**src/hdl/term_ctl_pkg.sv**
```systemverilog
// Purpose: Shared constants for the termination control block
// Assumes: 50 MHz clock, AXI4-Lite register access, 32-bit data
// Notes:   Offsets are byte addresses of aligned words
package term_ctl_pkg;
  // Register byte offsets
  localparam logic [7:0] ADDR_TERM_CFG = 8'h00;
  localparam logic [7:0] ADDR_DYN_CFG  = 8'h04;
  localparam logic [7:0] ADDR_PD_CFG   = 8'h08;
  localparam logic [7:0] ADDR_LAT_CFG  = 8'h0c;
  localparam logic [7:0] ADDR_STATUS   = 8'h10;
  // Field positions
  localparam int NOM_B2  = 2;
  localparam int NOM_B6  = 6;
  localparam int NOM_B9  = 9;
  localparam int WR_B9   = 9;
  localparam int WR_B10  = 10;
  localparam int PD_DLL  = 12;
  localparam int CWL_LSB = 0;
  localparam int AL_LSB  = 4;
  localparam int BST_LSB = 8;
  localparam int ST_ON   = 0;
  localparam int ST_WSEL = 1;
  localparam int ST_ASYN = 2;
  // Reset values
  localparam logic [31:0] TERM_CFG_RST = 32'h0000_0000;
  localparam logic [31:0] DYN_CFG_RST  = 32'h0000_0000;
  localparam logic [31:0] PD_CFG_RST   = 32'h0000_0000;
  localparam logic [31:0] LAT_CFG_RST  = 32'h0000_0005;
  // Latency arithmetic, in clock cycles
  localparam logic [4:0] LAT_OFFSET = 5'h02;
  localparam logic [4:0] CHOP_EXTRA = 5'h04;
  localparam logic [4:0] FULL_EXTRA = 5'h06;
  localparam int         HIST_DEPTH = 32;
  // Asynchronous delay window and change skew
  localparam int CLK_PERIOD_PS = 20000;
  localparam int ASYNC_MIN_PS  = 2000;
  localparam int ASYNC_MAX_PS  = 8500;
  localparam int ASYNC_MIN_RAW = (ASYNC_MIN_PS + CLK_PERIOD_PS - 1) / CLK_PERIOD_PS;
  localparam int ASYNC_MAX_RAW = ASYNC_MAX_PS / CLK_PERIOD_PS;
  localparam int ASYNC_MIN_CYC = (ASYNC_MIN_RAW < 1) ? 1 : ASYNC_MIN_RAW;
  localparam int ASYNC_MAX_CYC = (ASYNC_MAX_RAW < 1) ? 1 : ASYNC_MAX_RAW;
  localparam int SKEW_MIN_TENTHS = 3;
  localparam int SKEW_MAX_TENTHS = 7;
  // Bus answers
  localparam logic [1:0] RESP_OKAY   = 2'b00;
  localparam logic [1:0] RESP_SLVERR = 2'b10;
  // Burst selection
  typedef enum logic [1:0] {
    BURST_FULL = 2'b00,
    BURST_OTF  = 2'b01,
    BURST_CHOP = 2'b10
  } burst_mode_t;
endpackage

```
**src/hdl/dynamic_termination_control.sv**
```systemverilog
// Purpose: Termination on/off and nominal/write strength selection
// Assumes: Pins arrive unsynchronised; power-down state from local logic
// Notes:   Analog settling after each flop edge lies outside this logic
//
// The placing of the registers and register access over AXI4-Lite were left to the implementer.
`timescale 1ns/1ps
// Behaviour
// RULE1 - Dynamic switching enabled when either write-strength bit is set
// RULE2 - Nominal strength comes from config bits 9, 6 and 2
// RULE3 - Write strength comes from dynamic config bits 10 and 9
// RULE4 - Without writes, nominal strength; pin and latencies set on/off
// RULE5 - Turn-on and turn-off latency both equal write latency minus two
// RULE6 - Switch to write strength write latency minus two after write
// RULE7 - Chopped write returns to nominal four plus turn-off latency later
// RULE8 - Full write returns to nominal six plus turn-off latency later
// RULE9 - All write variants switch; burst from mode or per command
// RULE10 - Controller clears write-strength bits while the loop is off
// RULE11 - Controller holds the pin high at least four cycles
// RULE12 - Controller holds pin four or six cycles after write
// RULE13 - New strength valid 0.3 to 0.7 clock periods after latency
// RULE14 - Asynchronous timing in precharge power-down with loop frozen
// RULE15 - Asynchronous mode skips the additive latency
// RULE16 - Asynchronous on and off within 2 to 8.5 ns; logic takes one 20 ns cycle after synchronising
// RULE17 - Pin receiver stays live in power-down; no writes there
// RULE18 - Synchronous latencies include the additive latency
// RULE19 - Self-refresh forces termination off and ignores the pin
module dynamic_termination_control (
  input  wire logic        REF_CLK_IN,
  input  wire logic        SYS_RST_IN,
  input  wire logic        TERM_PIN_IN,
  input  wire logic        WRITE_CMD_IN,
  input  wire logic        WRITE_CHOP_IN,
  input  wire logic        PRECHARGE_PD_IN,
  input  wire logic        SELF_REFRESH_IN,
  output logic             TERM_EN_OUT,
  output logic [2:0]       TERM_STRENGTH_OUT,
  output logic             TERM_WR_SEL_OUT,
  input  wire logic [7:0]  AWADDR_IN,
  input  wire logic        AWVALID_IN,
  output logic             AWREADY_OUT,
  input  wire logic [31:0] WDATA_IN,
  input  wire logic [3:0]  WSTRB_IN,
  input  wire logic        WVALID_IN,
  output logic             WREADY_OUT,
  output logic [1:0]       BRESP_OUT,
  output logic             BVALID_OUT,
  input  wire logic        BREADY_IN,
  input  wire logic [7:0]  ARADDR_IN,
  input  wire logic        ARVALID_IN,
  output logic             ARREADY_OUT,
  output logic [31:0]      RDATA_OUT,
  output logic [1:0]       RRESP_OUT,
  output logic             RVALID_OUT,
  input  wire logic        RREADY_IN
);
  localparam int ASYNC_DLY = term_ctl_pkg::ASYNC_MIN_CYC;

  logic [31:0] term_cfg_r;
  logic [31:0] dyn_cfg_r;
  logic [31:0] pd_cfg_r;
  logic [31:0] lat_cfg_r;
  logic [2:0]  sync1_r;
  logic [2:0]  sync2_r;
  logic        odt_s;
  logic        wr_s;
  logic        chop_s;
  logic [term_ctl_pkg::HIST_DEPTH-1:0] hist_r;
  logic [2:0]  rtt_nom;
  logic [1:0]  rtt_wr;
  logic        dyn_en;
  logic        async_mode;
  logic [4:0]  wl;
  logic [4:0]  lat;
  logic        wr_go;
  logic        chop_now;
  logic        wr_act_r;
  logic        chop_r;
  logic [4:0]  wr_cnt_r;
  logic [4:0]  wr_end;
  logic        sel_nxt;
  logic        on_nxt;
  logic [2:0]  str_nxt;
  logic        term_on_r;
  logic        aw_got_r;
  logic        w_got_r;
  logic [7:0]  aw_addr_r;
  logic [31:0] w_data_r;
  logic [3:0]  w_strb_r;
  logic        wr_map;
  logic        rd_map;
  logic [31:0] rd_val;

  // Pin synchroniser; first stage feeds only the second
  always_ff @(posedge REF_CLK_IN) begin
    if (SYS_RST_IN) begin
      sync1_r <= 3'h0;
      sync2_r <= 3'h0;
    end else begin
      sync1_r <= {WRITE_CHOP_IN, WRITE_CMD_IN, TERM_PIN_IN};
      sync2_r <= sync1_r;
    end
  end
  assign odt_s  = sync2_r[0];
  assign wr_s   = sync2_r[1];
  assign chop_s = sync2_r[2];

  // Strength fields and mode decode
  // RULE2 nominal strength bits
  assign rtt_nom = {term_cfg_r[term_ctl_pkg::NOM_B9], term_cfg_r[term_ctl_pkg::NOM_B6],
                    term_cfg_r[term_ctl_pkg::NOM_B2]};
  // RULE3 write strength bits
  assign rtt_wr = {dyn_cfg_r[term_ctl_pkg::WR_B10], dyn_cfg_r[term_ctl_pkg::WR_B9]};
  // RULE1 dynamic switch enable
  assign dyn_en = (rtt_wr != 2'h0);
  // RULE14 frozen loop selects async timing
  assign async_mode = PRECHARGE_PD_IN & ~pd_cfg_r[term_ctl_pkg::PD_DLL];

  // RULE18 additive latency included
  assign wl = {1'b0, lat_cfg_r[term_ctl_pkg::CWL_LSB +: 4]} + {1'b0, lat_cfg_r[term_ctl_pkg::AL_LSB +: 4]};
  // RULE5 latency is write latency minus two
  // Clamped to one cycle; smaller settings are not legal
  assign lat = (wl > term_ctl_pkg::LAT_OFFSET + 5'h01) ? wl - term_ctl_pkg::LAT_OFFSET : 5'h01;

  // RULE17 writes are not decoded in power-down
  assign wr_go = wr_s & dyn_en & ~PRECHARGE_PD_IN & ~SELF_REFRESH_IN;

  // RULE9 burst from mode setting or per command
  always_comb begin
    chop_now = 1'b0;
    unique case (lat_cfg_r[term_ctl_pkg::BST_LSB +: 2])
      term_ctl_pkg::BURST_FULL: chop_now = 1'b0;
      term_ctl_pkg::BURST_OTF:  chop_now = chop_s;
      term_ctl_pkg::BURST_CHOP: chop_now = 1'b1;
      default:                  chop_now = 1'b0;
    endcase
  end

  // RULE7 chopped return point
  // RULE8 full return point
  assign wr_end = lat + (chop_r ? term_ctl_pkg::CHOP_EXTRA : term_ctl_pkg::FULL_EXTRA);

  // Pin history; sample k sits in bit k cycles after capture
  always_ff @(posedge REF_CLK_IN) begin
    if (SYS_RST_IN || SELF_REFRESH_IN) begin
      hist_r <= '0;
    end else begin
      hist_r <= {hist_r[term_ctl_pkg::HIST_DEPTH-2:0], odt_s};
    end
  end

  // Cycle count since the last registered write
  always_ff @(posedge REF_CLK_IN) begin
    if (SYS_RST_IN) begin
      wr_act_r <= 1'b0;
      chop_r   <= 1'b0;
      wr_cnt_r <= 5'h00;
    end else if (wr_go) begin
      wr_act_r <= 1'b1;
      chop_r   <= chop_now;
      wr_cnt_r <= 5'h01;
    end else if (wr_act_r && (wr_cnt_r == wr_end || !dyn_en || SELF_REFRESH_IN)) begin
      wr_act_r <= 1'b0;
      wr_cnt_r <= 5'h00;
    end else if (wr_act_r) begin
      wr_cnt_r <= wr_cnt_r + 5'h01;
    end
  end

  // Next strength select and on state
  always_comb begin
    sel_nxt = TERM_WR_SEL_OUT;
    // RULE6 switch to write strength
    if (wr_act_r && wr_cnt_r == lat) begin
      sel_nxt = 1'b1;
    end
    // RULE7 end of write strength
    if (wr_act_r && wr_cnt_r == wr_end) begin
      sel_nxt = 1'b0;
    end
    if (!dyn_en || SELF_REFRESH_IN) begin
      sel_nxt = 1'b0;
    end
    // RULE4 nominal unless a write selects
    str_nxt = sel_nxt ? {1'b0, rtt_wr} : rtt_nom;
    // RULE15 async path skips latency
    // RULE16 window is shorter than one cycle; one cycle is used
    if (async_mode) begin
      on_nxt = odt_s;
    end else begin
      on_nxt = hist_r[lat - 5'h01];
    end
    // RULE19 forced off in self-refresh
    if (SELF_REFRESH_IN) begin
      on_nxt = 1'b0;
    end
  end

  // Output flops
  // RULE13 strength changes at the edge ending the latency
  always_ff @(posedge REF_CLK_IN) begin
    if (SYS_RST_IN) begin
      TERM_WR_SEL_OUT   <= 1'b0;
      TERM_STRENGTH_OUT <= 3'h0;
      TERM_EN_OUT       <= 1'b0;
      term_on_r         <= 1'b0;
    end else begin
      TERM_WR_SEL_OUT   <= sel_nxt;
      TERM_STRENGTH_OUT <= str_nxt;
      term_on_r         <= on_nxt;
      TERM_EN_OUT       <= on_nxt & (str_nxt != 3'h0); // Zero code means off
    end
  end

  // Bus address decode
  assign wr_map = (aw_addr_r == term_ctl_pkg::ADDR_TERM_CFG) || (aw_addr_r == term_ctl_pkg::ADDR_DYN_CFG) ||
                  (aw_addr_r == term_ctl_pkg::ADDR_PD_CFG) || (aw_addr_r == term_ctl_pkg::ADDR_LAT_CFG);
  always_comb begin
    rd_map = 1'b1;
    rd_val = 32'h0000_0000;
    unique case (ARADDR_IN)
      term_ctl_pkg::ADDR_TERM_CFG: rd_val = term_cfg_r;
      term_ctl_pkg::ADDR_DYN_CFG:  rd_val = dyn_cfg_r;
      term_ctl_pkg::ADDR_PD_CFG:   rd_val = pd_cfg_r;
      term_ctl_pkg::ADDR_LAT_CFG:  rd_val = lat_cfg_r;
      term_ctl_pkg::ADDR_STATUS: begin
        rd_val[term_ctl_pkg::ST_ON]   = term_on_r;
        rd_val[term_ctl_pkg::ST_WSEL] = TERM_WR_SEL_OUT;
        rd_val[term_ctl_pkg::ST_ASYN] = async_mode;
      end
      default: rd_map = 1'b0;
    endcase
  end

  // Byte-lane merge for register writes
  function automatic logic [31:0] merge(input logic [31:0] old, input logic [31:0] nw, input logic [3:0] be);
    logic [31:0] res;
    res = old;
    for (int i = 0; i < 4; i++) begin
      if (be[i]) begin
        res[i*8 +: 8] = nw[i*8 +: 8];
      end
    end
    return res;
  endfunction

  // Write address and data taken in either order
  always_ff @(posedge REF_CLK_IN) begin
    if (SYS_RST_IN) begin
      aw_got_r  <= 1'b0;
      w_got_r   <= 1'b0;
      aw_addr_r <= 8'h00;
      w_data_r  <= 32'h0000_0000;
      w_strb_r  <= 4'h0;
    end else if (aw_got_r && w_got_r && !BVALID_OUT) begin
      aw_got_r <= 1'b0;
      w_got_r  <= 1'b0;
    end else begin
      if (AWVALID_IN && AWREADY_OUT) begin
        aw_got_r  <= 1'b1;
        aw_addr_r <= AWADDR_IN;
      end
      if (WVALID_IN && WREADY_OUT) begin
        w_got_r  <= 1'b1;
        w_data_r <= WDATA_IN;
        w_strb_r <= WSTRB_IN;
      end
    end
  end

  // Ready stays low while a channel item is held
  always_ff @(posedge REF_CLK_IN) begin
    if (SYS_RST_IN) begin
      AWREADY_OUT <= 1'b0;
      WREADY_OUT  <= 1'b0;
    end else begin
      AWREADY_OUT <= !aw_got_r && !(AWVALID_IN && AWREADY_OUT) && !BVALID_OUT;
      WREADY_OUT  <= !w_got_r && !(WVALID_IN && WREADY_OUT) && !BVALID_OUT;
    end
  end

  // Register update and write response
  always_ff @(posedge REF_CLK_IN) begin
    if (SYS_RST_IN) begin
      term_cfg_r <= term_ctl_pkg::TERM_CFG_RST;
      dyn_cfg_r  <= term_ctl_pkg::DYN_CFG_RST;
      pd_cfg_r   <= term_ctl_pkg::PD_CFG_RST;
      lat_cfg_r  <= term_ctl_pkg::LAT_CFG_RST;
      BVALID_OUT <= 1'b0;
      BRESP_OUT  <= term_ctl_pkg::RESP_OKAY;
    end else if (aw_got_r && w_got_r && !BVALID_OUT) begin
      BVALID_OUT <= 1'b1;
      BRESP_OUT  <= wr_map ? term_ctl_pkg::RESP_OKAY : term_ctl_pkg::RESP_SLVERR;
      unique case (aw_addr_r)
        term_ctl_pkg::ADDR_TERM_CFG: term_cfg_r <= merge(term_cfg_r, w_data_r, w_strb_r);
        term_ctl_pkg::ADDR_DYN_CFG:  dyn_cfg_r <= merge(dyn_cfg_r, w_data_r, w_strb_r);
        term_ctl_pkg::ADDR_PD_CFG:   pd_cfg_r <= merge(pd_cfg_r, w_data_r, w_strb_r);
        term_ctl_pkg::ADDR_LAT_CFG:  lat_cfg_r <= merge(lat_cfg_r, w_data_r, w_strb_r);
        default: ;
      endcase
    end else if (BVALID_OUT && BREADY_IN) begin
      BVALID_OUT <= 1'b0;
    end
  end

  // Read channel; one read outstanding
  always_ff @(posedge REF_CLK_IN) begin
    if (SYS_RST_IN) begin
      ARREADY_OUT <= 1'b0;
      RVALID_OUT  <= 1'b0;
      RDATA_OUT   <= 32'h0000_0000;
      RRESP_OUT   <= term_ctl_pkg::RESP_OKAY;
    end else if (ARVALID_IN && ARREADY_OUT) begin
      ARREADY_OUT <= 1'b0;
      RVALID_OUT  <= 1'b1;
      RDATA_OUT   <= rd_val;
      RRESP_OUT   <= rd_map ? term_ctl_pkg::RESP_OKAY : term_ctl_pkg::RESP_SLVERR;
    end else if (RVALID_OUT && RREADY_IN) begin
      RVALID_OUT <= 1'b0;
    end else begin
      ARREADY_OUT <= !RVALID_OUT;
    end
  end
endmodule

```
**config.mk**
```make
export PLATFORM = sky130hd
export DESIGN_NAME = dynamic_termination_control
export DESIGN_NICKNAME = d
export VERILOG_FILES = /design/src/hdl/term_ctl_pkg.sv /design/src/hdl/dynamic_termination_control.sv
export SDC_FILE = /design/constraint.sdc
export NUM_CORES = 1
export LEC_CHECK = 0
export ABC_CLOCK_PERIOD_IN_PS = 7300
export BUFFER_PORTS_ARGS = -buffer_cell sky130_fd_sc_hd__buf_2
export CORE_UTILIZATION = 63
export DETAILED_ROUTE_END_ITERATION = 10
export PLACE_DENSITY_LB_ADDON = 0.15
export SYNTH_ARGS = -nofsm -noshare
export SYNTH_HDL_FRONTEND = slang
export SYNTH_SLANG_ARGS = --single-unit
```
**constraint.sdc**
```tcl
create_clock -name REF_CLK_IN -period 7.3 [get_ports REF_CLK_IN]
set_input_delay 2.19 -clock REF_CLK_IN [delete_from_list [all_inputs] [get_ports REF_CLK_IN]]
set_output_delay 2.19 -clock REF_CLK_IN [all_outputs]
set_load 0.02 [all_outputs]
```
==> flow_summary.toml <==
[yosys]
synth_cells = 1212
synth-edff-count = 0
ys_types = 67
avgSynthCellArea_um2 = 9.02
synthArstFlopShare_pct = 0
synth_top_area_share_pct = 48.3
ys_warn_count = 0
synth-main-ff-cell = "dfxtp_1"
synth.largest_area_cell = "dfxtp_1"
ys_ff_latch = 264
synth.area.top_cells = "dfxtp_1, nand2_1, mux2i_1, a21oi_1, nor2_1"
post_synth_instance_area_um2 = 10900
yosysSeqAreaShare_pct = 48.3

[floorplan]
io_pins = 110
die_h_um = 134
die_x_um = 134
start_util_pct = 65.2
die-area_um2 = 17900
num_rows = 47
coreArea_um2 = 16800

[cts]
clk_pin_slew_worst_paths_ps = 60
numCtsBuffers = 28
cts_root_buf = "clkbuf_16"
ctsLongestPathBuffers = 3
cts_max_level = 1
postCtsSetupBuffers = 0
ctsResizeCount = 0
hold_buffers = 0
tritoncts = "built"
cts.sinks = 264
clock_latency_ps = 540

[timing]
period_share_pct = 60.7
max_slew_margin_pct = 22.3
rsz0062_at_grt = "false"
layout_setup_ws_ps = 2870
fmax_mhz = 226
worstMarginPinSlew_ps = 1160
fin_tns_setup_ps = 0
hold_violations = 0
fin_skew_ps = 10.8
fin_crit_ps = 4430
setup_violations = 0
holdWs_ps = 448
finalMaxSlewViolations = 0

[outcome]
outcome = "finished, final reports clean"

[route]
drtAntennaViolNets = 0
drtIter0Drc = 623
vias = 8931
wl_per_cell_um = 17.2
firstDrtPassIters = 5
vias_per_cell = 5.84
wl_um = 26300
drc = 0

[critical_path]
startpoint_type = "flop"
crit_type = "reg -> reg"
rrSetupSlack_ps = 2870
end_kind = "flop"
cp_max_fo = 7
required_ps = 7710
critical_path_arrival_ps = 4850

[grt]
grt_pass1_vias = 8543
antenna_found_initial = 1
grt_pass1_wl_um = 42600
grt_max_degree = 116
gr-usage-all-layers_pct = 29.5
overflow = 0

[placement]
dpl.hpwl_um = 16600
dp_worst_setup_slack_ps = 2770
port_buffers = 107
place_congestion = 0.876

[min_path]
min_path_type = "reg -> reg"

[finish]
mostFrequentLayoutCell = "dfxtp_1"
syn2layout_area_growth_pct = 14.4
final_nets = 1363
final_util_pct = 74.6
antennaDiodeCount = 0
final_cell_mix = "dfxtp_1, nand2_1, nor2_1, a21oi_1, buf_2"
drive_gt1_share_pct = 16.8

[power]
irDropWorstVdd_mv = 0.218
cellLeakagePower_nw = 4.92
p_per_area_nw_per_um2 = 245

[run]
drv_cap = 0
-- synthesized netlist by cell type, drive strengths merged (2+ instances only) --
library cell  count
dfxtp           264
nand2           240
nor2            116
a21oi           112
mux2i            88
clkbuf           64
and2             33
o21ai            33
mux2             28
a22oi            27
a22o             25
nand3            17
nor3             17
inv              13
ha               12
xnor2            12
mux4             10
nand2b            9
nor2b             9
buf               8
nand4             7
a211oi            6
or2               6
a21o              5
nor3b             5
or3               5
a211o             4
a221oi            4
o211ai            4
a2111oi           3
a31oi             2
nand3b            2
o211a             2
xor2              2
-- final cells by class --
| cell class | count | area, um^2 |
|---|---|---|
| clock buffer | 43 | 868 |
| clock inverter | 9 | 104 |
| inverter | 13 | 48.8 |
| multi-input combinational | 864 | 5320 |
| fill | 1239 | 4260 |
| timing repair buffer | 115 | 602 |
| tap | 220 | 275 |
| sequential | 264 | 5290 |
-- worst paths after layout --
check	start	endpoint	depth (start not counted)
worst max-delay path	lat_cfg_r[0]	term_on_r	14
worst max register to register	lat_cfg_r[0]	term_on_r	14
worst min-delay path	sync1_r[2]	sync2_r[2]	1
worst min register to register	sync1_r[2]	sync2_r[2]	1
-- registers in the layout, indices dropped and copies added, names as in the netlist, 3 cells and up --
signal	cells
lat_cfg_r	32
w_data_r	32
dyn_cfg_r	32
sync1_r	3
aw_addr_r	8
sync2_r	3
RDATA_OUT	32
hist_r	32
term_cfg_r	32
w_strb_r	4
pd_cfg_r	32
wr_cnt_r	5
TERM_STRENGTH_OUT	3
-- layer usage --
layer	global-route usage, %	share of wire, %
met1	39.3	45
met2	48.8	47
met3	4.98	5.7
met4	9.47	2.8
met5	0	0
-- through the flow --
step,instance area [um^2],power (W),cells
global placement,11500,0.00163,1476
floorplan,10900,0.00159,1213
CTS,12500,0.00308,1528
finish,12500,0.00306,1528
detailed placement,11500,0.00163,1476
global route,12500,0.00315,1528
-- cells by family after synthesis --
logic type               Yosys count  synth area share, %
AO/OA/AOI/OAI                    240                 14.2
flip-flops                       264                 48.3
adder cells (fa/ha/maj)           13                 1.56
buffers and inverters             85                 3.15
AND/OR/NAND/NOR                  469                 18.5
multiplexers                     126                 13.0
other                              1               0.0343
XOR/XNOR                          14                 1.19
-- report_power, final --
group | leakage, nW | switching, W | internal [W]
sequential | 2.13 | 0.0000197 | 0.00146
combinational | 2.31 | 0.0000852 | 0.0000402
clock | 0.482 | 0.000570 | 0.000889
total | 4.92 | 0.000675 | 0.00239
-- critical path, cell delays in order (launching register included) --
cell and delay, ps:
dfxtp_1 320, ha_1 240, fa_1 460, xnor2_1 380, ha_1 210, nand2_1 110
o21ai_0 320, a211oi_2 100, or2_2 320, ha_1 270, or3_1 480, a221o_1 360
a31o_1 240, a2111oi_4 410, nor3_2 80
No activity file was read; power rests on OpenSTA's default activity.
